--- config.mk ---
export PLATFORM = sky130hd
export DESIGN_NAME = divp_ctrl
export DESIGN_NICKNAME = d
export VERILOG_FILES = /design/src/hdl/divp_pkg.sv /design/src/hdl/divp_sync3.sv /design/src/hdl/divp_prio_enc.sv /design/src/hdl/divp_ctrl.sv
export VERILOG_INCLUDE_DIRS = /design/src /design/src/hdl
export SDC_FILE = /design/constraint.sdc
export NUM_CORES = 1
export LEC_CHECK = 0
export ABC_AREA = 1
export BUFFER_PORTS_ARGS = -buffer_cell sky130_fd_sc_hd__buf_4
export CORE_MARGIN = 1.5
export CORE_UTILIZATION = 30
export DETAILED_ROUTE_END_ITERATION = 8
export GPL_TIMING_DRIVEN = 0
export SYNTH_ARGS = -nofsm -noshare
export SYNTH_HDL_FRONTEND = slang
export SYNTH_HIERARCHICAL = 1
export SYNTH_SLANG_ARGS = --single-unit
--- constraint.sdc ---
create_clock -name core_clk -period 1.7 [get_ports core_clk]
set_input_delay 0.17 -clock core_clk [delete_from_list [all_inputs] [get_ports core_clk]]
set_output_delay 0.17 -clock core_clk [all_outputs]
set_load 0.01 [all_outputs]
--- src/hdl/divp_defs.svh ---
// Constants of the interrupt vector and priority block.
// Included by divp_ctrl, its checker and the bench; definitions only.
`ifndef DIVP_DEFS_SVH
`define DIVP_DEFS_SVH

`define DIVP_NUM_SRC 14
`define DIVP_DATA_W 16
`define DIVP_ADDR_W 2
`define DIVP_OFS_W 7
`define DIVP_RANK_W 5
`define DIVP_IDX_W 4
`define DIVP_TRAP_W 5

`define DIVP_ADDR_FLAGS 2'h0
`define DIVP_ADDR_MASK 2'h1
`define DIVP_ADDR_VECTOR 2'h2

`define DIVP_FLAG_USED 16'h3FFF
`define DIVP_FLAG_RESET 16'h0000
`define DIVP_MASK_RESET 16'h0000

`define DIVP_OFS_RESET 7'h00
`define DIVP_OFS_NMI 7'h04
`define DIVP_OFS_MASKABLE 7'h40
`define DIVP_OFS_TRAP_HI_BIAS 5'h0F
`define DIVP_RANK_NONE 5'h00
`define DIVP_RANK_RESET 5'h01
`define DIVP_RANK_NMI 5'h02
`define DIVP_RANK_MASKABLE 5'h03

`define DIVP_TRAP_LOW_LAST 5'h0D
`define DIVP_TRAP_NMI 5'h10
`define DIVP_TRAP_HI_FIRST 5'h11
`define DIVP_TRAP_HI_LAST 5'h1E

`define DIVP_PIN_NUM 6
`define DIVP_PIN_IDLE 6'h3F
`define DIVP_PIN_RESET 0
`define DIVP_PIN_NMI 1
`define DIVP_PIN_EXT0 2
`define DIVP_PIN_EXT1 3
`define DIVP_PIN_EXT2 4
`define DIVP_PIN_EXT3 5

`endif

--- src/hdl/divp_pkg.sv ---
// Types shared by the interrupt vector and priority block.
// No state; used by the top module only.
package divp_pkg;
   typedef enum logic [2:0] {
      DIVP_SRC_NONE,
      DIVP_SRC_RESET,
      DIVP_SRC_NMI,
      DIVP_SRC_TRAP,
      DIVP_SRC_MASKABLE
   } divp_src_e;

   typedef enum logic {
      DIVP_ST_IDLE,
      DIVP_ST_OFFER
   } divp_state_e;
endpackage

--- src/hdl/divp_sync3.sv ---
// Three-stage synchroniser for asynchronous pins.
// Output moves only when stages two and three agree.
`timescale 1ns/1ns
module divp_sync3 #(
   parameter int WIDTH = 1,
   parameter logic [WIDTH-1:0] IDLE_VAL = '0
) (
   input wire logic core_clk,
   input wire logic nrst,
   input wire logic [WIDTH-1:0] async_in,
   output logic [WIDTH-1:0] sync_out
);
   logic [WIDTH-1:0] s1_reg;
   logic [WIDTH-1:0] s2_reg;
   logic [WIDTH-1:0] s3_reg;
   logic [WIDTH-1:0] out_reg;
   logic [WIDTH-1:0] agree;

   assign agree = ~(s2_reg ^ s3_reg);
   assign sync_out = out_reg;

   always_ff @(posedge core_clk or negedge nrst) begin
      if (!nrst) begin
         s1_reg <= IDLE_VAL;
         s2_reg <= IDLE_VAL;
         s3_reg <= IDLE_VAL;
         out_reg <= IDLE_VAL;
      end else begin
         s1_reg <= async_in;
         s2_reg <= s1_reg;
         s3_reg <= s2_reg;
         out_reg <= (s3_reg & agree) | (out_reg & ~agree);
      end
   end
endmodule // divp_sync3

--- src/hdl/divp_prio_enc.sv ---
// Fixed-priority finder: lowest set request bit wins.
// Purely combinational; caller registers the result.
`timescale 1ns/1ns
module divp_prio_enc #(
   parameter int WIDTH = 14,
   parameter int IDX_W = 4
) (
   input wire logic [WIDTH-1:0] req,
   output logic found,
   output logic [IDX_W-1:0] index
);
   always_comb begin
      found = 1'b0;
      index = '0;
      for (int i = WIDTH - 1; i >= 0; i--) begin
         if (req[i]) begin
            found = 1'b1;
            index = IDX_W'(i);
         end
      end
   end
endmodule // divp_prio_enc

--- src/hdl/divp_ctrl.sv ---
// Interrupt vectoring and prioritisation for the DSP core.
// Assumes pins are asynchronous and active low, peripheral
// requests are one-cycle pulses on core_clk, and the core
// sequencer acknowledges each offered vector with vec_ack.
//
// Local design decisions: the address map and the strobed register port.
`timescale 1ns/1ns
`include "divp_defs.svh"
module divp_ctrl (
   input wire logic core_clk,
   input wire logic nrst,
   input wire logic device_reset_pin_n,
   input wire logic nonmaskable_pin_n,
   input wire logic external_request_zero_n,
   input wire logic external_request_one_n,
   input wire logic external_request_two_n,
   input wire logic external_request_three_n,
   input wire logic timer_request,
   input wire logic serial0_receive_request,
   input wire logic serial0_transmit_request,
   input wire logic serial1_receive_request,
   input wire logic serial1_transmit_request,
   input wire logic serial2_receive_request,
   input wire logic serial2_transmit_request,
   input wire logic host_port_request,
   input wire logic dma_channel_four_request,
   input wire logic dma_channel_five_request,
   input wire logic software_reset_trap,
   input wire logic soft_trap_req,
   input wire logic [`DIVP_TRAP_W-1:0] soft_trap_index,
   input wire logic vec_ack,
   input wire logic [`DIVP_ADDR_W-1:0] reg_addr,
   input wire logic [`DIVP_DATA_W-1:0] reg_wdata,
   input wire logic reg_wr,
   input wire logic reg_rd,
   output logic [`DIVP_DATA_W-1:0] reg_rdata,
   output logic vec_valid,
   output logic [`DIVP_OFS_W-1:0] vec_offset,
   output logic [`DIVP_RANK_W-1:0] vec_rank,
   output logic irq
);
   // Pin synchronisation and edge detection
   logic [`DIVP_PIN_NUM-1:0] pin_raw;
   logic [`DIVP_PIN_NUM-1:0] pin_sync;
   logic [`DIVP_PIN_NUM-1:0] pin_prev_reg;
   logic [`DIVP_PIN_NUM-1:0] pin_fall;

   assign pin_raw[`DIVP_PIN_RESET] = device_reset_pin_n;
   assign pin_raw[`DIVP_PIN_NMI] = nonmaskable_pin_n;
   assign pin_raw[`DIVP_PIN_EXT0] = external_request_zero_n;
   assign pin_raw[`DIVP_PIN_EXT1] = external_request_one_n;
   assign pin_raw[`DIVP_PIN_EXT2] = external_request_two_n;
   assign pin_raw[`DIVP_PIN_EXT3] = external_request_three_n;

   divp_sync3 #(
      .WIDTH(`DIVP_PIN_NUM),
      .IDLE_VAL(`DIVP_PIN_IDLE)
   ) u_pin_sync (
      .core_clk(core_clk),
      .nrst(nrst),
      .async_in(pin_raw),
      .sync_out(pin_sync)
   );

   always_ff @(posedge core_clk or negedge nrst) begin
      if (!nrst) begin
         pin_prev_reg <= `DIVP_PIN_IDLE;
      end else begin
         pin_prev_reg <= pin_sync;
      end
   end

   // Requests are taken on the falling edge of each pin except reset, which acts while low
   assign pin_fall = pin_prev_reg & ~pin_sync;

   // Reset sources
   logic rst_hold;
   logic rst_event;

   assign rst_hold = ~pin_sync[`DIVP_PIN_RESET];
   assign rst_event = rst_hold | software_reset_trap;

   // Event vector, bit n is the source of trap index n
   logic [`DIVP_DATA_W-1:0] src_event;

   assign src_event = {
      2'b00,
      dma_channel_five_request,
      dma_channel_four_request,
      serial1_transmit_request,
      serial1_receive_request,
      host_port_request,
      pin_fall[`DIVP_PIN_EXT3],
      serial2_transmit_request,
      serial2_receive_request,
      serial0_transmit_request,
      serial0_receive_request,
      timer_request,
      pin_fall[`DIVP_PIN_EXT2],
      pin_fall[`DIVP_PIN_EXT1],
      pin_fall[`DIVP_PIN_EXT0]
   };

   // Register port decode
   logic wr_flags;
   logic wr_mask;
   logic rd_flags;
   logic rd_mask;
   logic rd_vector;

   assign wr_flags = reg_wr && (reg_addr == `DIVP_ADDR_FLAGS);
   assign wr_mask = reg_wr && (reg_addr == `DIVP_ADDR_MASK);
   assign rd_flags = reg_rd && (reg_addr == `DIVP_ADDR_FLAGS);
   assign rd_mask = reg_rd && (reg_addr == `DIVP_ADDR_MASK);
   assign rd_vector = reg_rd && (reg_addr == `DIVP_ADDR_VECTOR);

   // Flag and mask registers
   logic [`DIVP_DATA_W-1:0] flags_reg;
   logic [`DIVP_DATA_W-1:0] flags_next;
   logic [`DIVP_DATA_W-1:0] mask_reg;
   logic [`DIVP_DATA_W-1:0] mask_next;
   logic [`DIVP_DATA_W-1:0] flags_clr;
   logic [`DIVP_DATA_W-1:0] service_clr;

   // Offer state
   divp_pkg::divp_state_e state_reg;
   divp_pkg::divp_state_e state_next;
   divp_pkg::divp_src_e src_reg;
   logic [`DIVP_IDX_W-1:0] idx_reg;
   logic ack_taken;

   assign ack_taken = (state_reg == divp_pkg::DIVP_ST_OFFER) && vec_ack;

   // Serviced maskable source loses its flag on acknowledge
   assign service_clr = (ack_taken && src_reg == divp_pkg::DIVP_SRC_MASKABLE) ?
      (`DIVP_DATA_W'(1) << idx_reg) : '0;
   assign flags_clr = (wr_flags ? reg_wdata : '0) | service_clr;

   // A new event wins over a clear in the same cycle
   assign flags_next = rst_event ? `DIVP_FLAG_RESET :
      ((flags_reg & ~flags_clr) | src_event) & `DIVP_FLAG_USED;
   assign mask_next = rst_event ? `DIVP_MASK_RESET :
      wr_mask ? (reg_wdata & `DIVP_FLAG_USED) : mask_reg;

   always_ff @(posedge core_clk or negedge nrst) begin
      if (!nrst) begin
         flags_reg <= `DIVP_FLAG_RESET;
         mask_reg <= `DIVP_MASK_RESET;
      end else begin
         flags_reg <= flags_next;
         mask_reg <= mask_next;
      end
   end

   // Maskable arbitration: lower bit means higher rank
   logic [`DIVP_NUM_SRC-1:0] armed;
   logic mask_found;
   logic [`DIVP_IDX_W-1:0] mask_idx;

   assign armed = flags_reg[`DIVP_NUM_SRC-1:0] & mask_reg[`DIVP_NUM_SRC-1:0];

   divp_prio_enc #(
      .WIDTH(`DIVP_NUM_SRC),
      .IDX_W(`DIVP_IDX_W)
   ) u_prio (
      .req(armed),
      .found(mask_found),
      .index(mask_idx)
   );

   // Software traps
   logic trap_low;
   logic trap_nmi;
   logic trap_high;
   logic trap_take;
   logic trap_pend_reg;
   logic [`DIVP_OFS_W-1:0] trap_ofs_reg;
   logic [`DIVP_OFS_W-1:0] trap_ofs_calc;
   logic [`DIVP_TRAP_W-1:0] trap_hi_slot;

   assign trap_low = soft_trap_index <= `DIVP_TRAP_LOW_LAST;
   assign trap_nmi = soft_trap_index == `DIVP_TRAP_NMI;
   assign trap_high = (soft_trap_index >= `DIVP_TRAP_HI_FIRST) &&
      (soft_trap_index <= `DIVP_TRAP_HI_LAST);
   // Reserved indices and a second trap while one waits are ignored
   assign trap_take = soft_trap_req && !trap_pend_reg && (trap_low || trap_high);
   assign trap_hi_slot = soft_trap_index - `DIVP_OFS_TRAP_HI_BIAS;
   assign trap_ofs_calc = trap_low ?
      (`DIVP_OFS_MASKABLE | {1'b0, soft_trap_index[`DIVP_IDX_W-1:0], 2'b00}) :
      {1'b0, trap_hi_slot[`DIVP_IDX_W-1:0], 2'b00};

   always_ff @(posedge core_clk or negedge nrst) begin
      if (!nrst) begin
         trap_ofs_reg <= `DIVP_OFS_RESET;
      end else if (trap_take) begin
         trap_ofs_reg <= trap_ofs_calc;
      end
   end

   // Pending reset, non-maskable and trap requests
   logic rst_pend_reg;
   logic nmi_pend_reg;
   logic nmi_event;
   logic served_rst;
   logic served_nmi;
   logic served_trap;

   assign nmi_event = pin_fall[`DIVP_PIN_NMI] || (soft_trap_req && trap_nmi);
   assign served_rst = ack_taken && src_reg == divp_pkg::DIVP_SRC_RESET;
   assign served_nmi = ack_taken && src_reg == divp_pkg::DIVP_SRC_NMI;
   assign served_trap = ack_taken && src_reg == divp_pkg::DIVP_SRC_TRAP;

   always_ff @(posedge core_clk or negedge nrst) begin
      if (!nrst) begin
         rst_pend_reg <= 1'b1;
         nmi_pend_reg <= 1'b0;
         trap_pend_reg <= 1'b0;
      end else begin
         rst_pend_reg <= rst_event | (rst_pend_reg & ~served_rst);
         nmi_pend_reg <= !rst_event && (nmi_event || (nmi_pend_reg && !served_nmi));
         trap_pend_reg <= !rst_event && (trap_take || (trap_pend_reg && !served_trap));
      end
   end

   // Selection: reset, then non-maskable, then trap, then maskable
   logic pick_rst;
   logic pick_nmi;
   logic pick_trap;
   logic pick_mask;
   logic pick_any;
   logic [`DIVP_OFS_W-1:0] pick_ofs;
   logic [`DIVP_OFS_W-1:0] mask_ofs;
   logic [`DIVP_RANK_W-1:0] pick_rank;
   logic [`DIVP_RANK_W-1:0] mask_rank;
   divp_pkg::divp_src_e pick_src;

   assign pick_rst = rst_pend_reg;
   assign pick_nmi = !pick_rst && nmi_pend_reg;
   assign pick_trap = !pick_rst && !nmi_pend_reg && trap_pend_reg;
   assign pick_mask = !pick_rst && !nmi_pend_reg && !trap_pend_reg && mask_found;
   assign pick_any = pick_rst || nmi_pend_reg || trap_pend_reg || mask_found;

   assign mask_ofs = `DIVP_OFS_MASKABLE | {1'b0, mask_idx, 2'b00};
   assign mask_rank = `DIVP_RANK_MASKABLE + {1'b0, mask_idx};

   assign pick_ofs = pick_rst ? `DIVP_OFS_RESET :
      pick_nmi ? `DIVP_OFS_NMI :
      pick_trap ? trap_ofs_reg : mask_ofs;
   assign pick_rank = pick_rst ? `DIVP_RANK_RESET :
      pick_nmi ? `DIVP_RANK_NMI :
      pick_trap ? `DIVP_RANK_NONE : mask_rank;
   assign pick_src = pick_rst ? divp_pkg::DIVP_SRC_RESET :
      pick_nmi ? divp_pkg::DIVP_SRC_NMI :
      pick_trap ? divp_pkg::DIVP_SRC_TRAP :
      pick_mask ? divp_pkg::DIVP_SRC_MASKABLE : divp_pkg::DIVP_SRC_NONE;

   // Offer machine; a new reset withdraws any other offer
   logic preempt;

   assign preempt = rst_event && src_reg != divp_pkg::DIVP_SRC_RESET;

   always_comb begin
      state_next = state_reg;
      unique case (state_reg)
         divp_pkg::DIVP_ST_IDLE: begin
            if (pick_any) begin
               state_next = divp_pkg::DIVP_ST_OFFER;
            end
         end
         divp_pkg::DIVP_ST_OFFER: begin
            if (vec_ack || preempt) begin
               state_next = divp_pkg::DIVP_ST_IDLE;
            end
         end
      endcase
   end

   logic load_offer;
   logic vec_valid_reg;
   logic [`DIVP_OFS_W-1:0] vec_offset_reg;
   logic [`DIVP_RANK_W-1:0] vec_rank_reg;

   // Frozen while offered so the core sees a stable vector
   assign load_offer = (state_reg == divp_pkg::DIVP_ST_IDLE) && pick_any;

   always_ff @(posedge core_clk or negedge nrst) begin
      if (!nrst) begin
         state_reg <= divp_pkg::DIVP_ST_IDLE;
         vec_valid_reg <= 1'b0;
      end else begin
         state_reg <= state_next;
         vec_valid_reg <= state_next == divp_pkg::DIVP_ST_OFFER;
      end
   end

   always_ff @(posedge core_clk or negedge nrst) begin
      if (!nrst) begin
         src_reg <= divp_pkg::DIVP_SRC_NONE;
         idx_reg <= '0;
         vec_offset_reg <= `DIVP_OFS_RESET;
         vec_rank_reg <= `DIVP_RANK_NONE;
      end else if (load_offer) begin
         src_reg <= pick_src;
         idx_reg <= mask_idx;
         vec_offset_reg <= pick_ofs;
         vec_rank_reg <= pick_rank;
      end
   end

   // Read path and interrupt line
   logic [`DIVP_DATA_W-1:0] vector_word;
   logic [`DIVP_DATA_W-1:0] rdata_sel;
   logic [`DIVP_DATA_W-1:0] rdata_reg;
   logic irq_reg;

   assign vector_word = {vec_valid_reg, 3'b000, vec_rank_reg, vec_offset_reg};
   assign rdata_sel = rd_flags ? flags_reg :
      rd_mask ? mask_reg :
      rd_vector ? vector_word : '0;

   always_ff @(posedge core_clk or negedge nrst) begin
      if (!nrst) begin
         rdata_reg <= '0;
         irq_reg <= 1'b0;
      end else begin
         rdata_reg <= rdata_sel;
         irq_reg <= |(flags_next & mask_next);
      end
   end

   assign reg_rdata = rdata_reg;
   assign vec_valid = vec_valid_reg;
   assign vec_offset = vec_offset_reg;
   assign vec_rank = vec_rank_reg;
   assign irq = irq_reg;
endmodule // divp_ctrl

==> flow_metrics.env <==
export IMPL_grt_first_pass_wirelength_um=20070
export IMPL_netlist_area_um2=4905
export IMPL_htree_levels=3
export IMPL_dieWidth_um=130.9
export IMPL_max_cap_viol_count=0
export IMPL_startpoint="flags_reg[11]"
export IMPL_die_h_um=130.9
export IMPL_final_util_pct=40.15
export IMPL_clk_latency_ns=0.35
export IMPL_antenna_found_initial=0
export IMPL_post_route_period_util_pct=114.7
export IMPL_pin_count=76
export IMPL_cpPeakStageDelay_ns=0.36
export IMPL_required_ns=1.98
export IMPL_final_layout_size_suffix_gt1_share_pct=29.66
export IMPL_slew_violations=0
export IMPL_fin_skew_ns=0.008091
export IMPL_synth_cell_types=45
export IMPL_synth_area_top_cells="dfrtp_1, dfstp_2, nand2_1"
export IMPL_power_leakage_nw=3.178
export IMPL_wirelength_um=12840
export IMPL_cts_buffer_depth=2
export IMPL_yosysWarnings=6
export IMPL_synth_top_area_share_pct=35.71
export IMPL_gr_total_overflow=0
export IMPL_seq_area_frac_synth_pct=51.79
export IMPL_crit_arrival_ns=2.23
export IMPL_violations="setup timing"
export IMPL_ir_worst_vdd_mv=0.4986
export IMPL_cp_num_cells=13
export IMPL_finalHoldViolations=0
export IMPL_critPathTopFamily="simple AND/OR/NAND/NOR gates"
export IMPL_status="complete, but fails checks"
export IMPL_rsz0062_at_grt="yes"
export IMPL_syn_area_per_cell_um2=8.285
export IMPL_cp_max_fo=3
export IMPL_cp_start_kind="register"
export IMPL_tightest_slew_ns=0.7499
export IMPL_worstSetupEndpoint="vec_rank[2]"
export IMPL_tritoncts="built"
export IMPL_port_buffers=70
export IMPL_finalWorstSetupSlack_ns=-0.2491
export IMPL_dpl_hpwl_um=9083
export IMPL_path_class="register to register"
export IMPL_grt_pass1_vias=4014
export IMPL_synthArstFlopShare_pct=100.0
export IMPL_via_count=4132
export IMPL_wire_per_inst_um=13.90
export IMPL_n_fill_cell=1639
export IMPL_r2r_start="flags_reg[11]"
export IMPL_synth_main_ff_cell="dfrtp_1"
export IMPL_drt_drc_violations_left=0
export IMPL_fin_setup_tns_ns=-1.413
export IMPL_synthCells=592
export IMPL_areaGrowthSynthToFinish_pct=30.51
export IMPL_rrSetupSlack_ns=-0.25
export IMPL_die_area_um2=17130
export IMPL_fmax_ghz=0.5131
export IMPL_vias_per_cell=4.472
export IMPL_largest_reg_flops=16
export IMPL_hold_class="input pin to register"
export IMPL_crit_chain="nand2_1, inv_2, nor2_4, nor3_4, nor3_2, nor3_2, nor3_2, nor3_2, inv_1, ha_4, xnor2_1, nand3_1, o21ai_1"
export IMPL_r2r_end="vec_rank[2]"
export IMPL_worst_hold_slack_ns=0.02918
export IMPL_ff2ff_path_depth=13
export IMPL_core_um2=15940
export IMPL_critical_path_slowest_cell="dfrtp_1"
export IMPL_fin_area_um2=6401
export IMPL_grt_total_usage_pct=15.77
export IMPL_setup_viol=15
export IMPL_dr_pass1_iters=5
export IMPL_grt_max_degree=101
export IMPL_drt_iter0_drc=211
export IMPL_place_inst=880
export IMPL_clkTransAtPathRegs_ns=0.07
export IMPL_rows=46
export IMPL_gp_congestion=0.8755
export IMPL_cts_sinks=100
export IMPL_power_density_nw_per_um2=882.2
export IMPL_diodes=0
export IMPL_antenna_left=0
export IMPL_cts_buffers_inserted=9
export IMPL_finalNetCount=754
export IMPL_maxSlewHeadroom_pct=49.48
export IMPL_cp_end_kind="register"
export IMPL_instances_no_fill=924
export IMPL_post_route_min_period_ns=1.949
export IMPL_root_buffer="clkbuf_16"
export IMPL_cp_num_buf_inv=2
export IMPL_cp_common_cell="nor3_2"
export IMPL_initial_core_util_pct=30.76
export IMPL_synth_area_leader_cell="dfrtp_1"
export IMPL_synth_edff_count=0
export IMPL_ys_seq_elements=100
export IMPL_placed_area_um2=5725
kinds of logic after synthesis:
group	synth area share, %
compound gates	10.61
xor+xnor	0.8930
fa+ha+maj	1.276
buf+inv	11.25
flops	51.79
other cells	0.07646
simple gates	24.11
metrics by stage:
stage | total power [mW] | setup slack [ns]
final | 5.647 | -0.2491
after global routing | 5.913 | -0.4388
after CTS | 5.514 | -0.2123
after detailed placement | 3.563 | -0.3661
after global placement | 3.556 | -0.3802
after floorplan | 3.183 | -0.02370
Yosys cell counts, types with 3 or more instances:
cell and number:
inv_1 106, o221ai_1 10, nor3_1 5, nand3_2 5, o21ai_0 23, o21ai_1 5
xor2_1 3, ha_1 5, o22ai_1 6, nand3_1 30, buf_2 3, dfstp_2 30
nand2_1 156, buf_4 3, a21oi_1 30, nand4_1 4, a22oi_1 3, nand2_2 8
nor2_1 48, clkbuf_1 4, buf_6 3, dfrtp_1 70
placed cells by master, fill, tap and decap left out, types with 3 or more instances in the layout:
master | Yosys | final
xor2_1 | 3 | 3
inv_2 | 1 | 11
o21ai_2 | 1 | 3
nor2_1 | 48 | 44
nor3_2 | 2 | 4
o221ai_1 | 10 | 10
nand2_2 | 8 | 14
nor2_4 | 2 | 4
nand3_1 | 30 | 30
dfrtp_1 | 70 | 69
dfstp_2 | 30 | 30
nand2_1 | 156 | 149
a21oi_1 | 30 | 29
clkbuf_16 | 0 | 9
nor2_2 | 2 | 4
conb_1 | 1 | 3
o21ai_0 | 23 | 12
clkbuf_1 | 4 | 8
o21ai_1 | 5 | 14
buf_4 | 3 | 88
ha_1 | 5 | 4
nand3_2 | 5 | 5
nand4_1 | 4 | 4
dlygate4sd3_1 | 0 | 7
inv_1 | 106 | 95
o22ai_2 | 0 | 3
o22ai_1 | 6 | 3
buf_6 | 3 | 11
area by class of cell:
| type | instances | area, µm² | share of cell area, % |
|---|---|---|---|
| Sequential cell | 100 | 2541 | 39.70 |
| Multi-Input combinational cell | 368 | 1978 | 30.90 |
| Timing Repair Buffer | 99 | 803.3 | 12.55 |
| Inverter | 110 | 431.7 | 6.744 |
| Tap cell | 216 | 270.3 | 4.222 |
| Clock buffer | 14 | 244.0 | 3.812 |
| Buffer | 15 | 120.1 | 1.876 |
| Clock inverter | 2 | 12.51 | 0.1955 |
power by group:
part | internal [mW] | total, mW | switching [mW]
registers | 2.58 | 2.72 | 0.136
logic | 0.437 | 1.05 | 0.612
clock network | 0.995 | 1.88 | 0.885
total | 4.01 | 5.65 | 1.63
worst min path at each step:
stage / from / endpoint / slack [ns] / cells after the start
after floorplan: nrst / flags_reg[0] / -0.13 / 0
after CTS: vec_ack / vec_valid / 0.03 / 2
after global routing: vec_ack / vec_valid / 0.03 / 2
final: vec_ack / vec_valid / 0.03 / 2
after detailed placement: external_request_two_n / u_pin_sync/s1_reg[4] / 0.28 / 1
after global placement: external_request_one_n / u_pin_sync/s1_reg[3] / 0.28 / 1
per-layer routing:
metal,track usage [%],vias to the layer above,share of wire [%]
li1,-,2082,-
met1,18.55,1933,43
met2,27.34,95,49
met3,4.642,22,5.1
met4,5.753,0,2.3
met5,0,-,0
timing repair:
action                                 CTS  global route
buffers inserted                        17             5
hold buffers                             6             1
setup endpoints to repair               18            18
pin swaps                               10            12
endpoints found under the hold margin    6            16
cloned                                   0             2
resized for setup                       25            43
(Power assumes the default switching activity.)
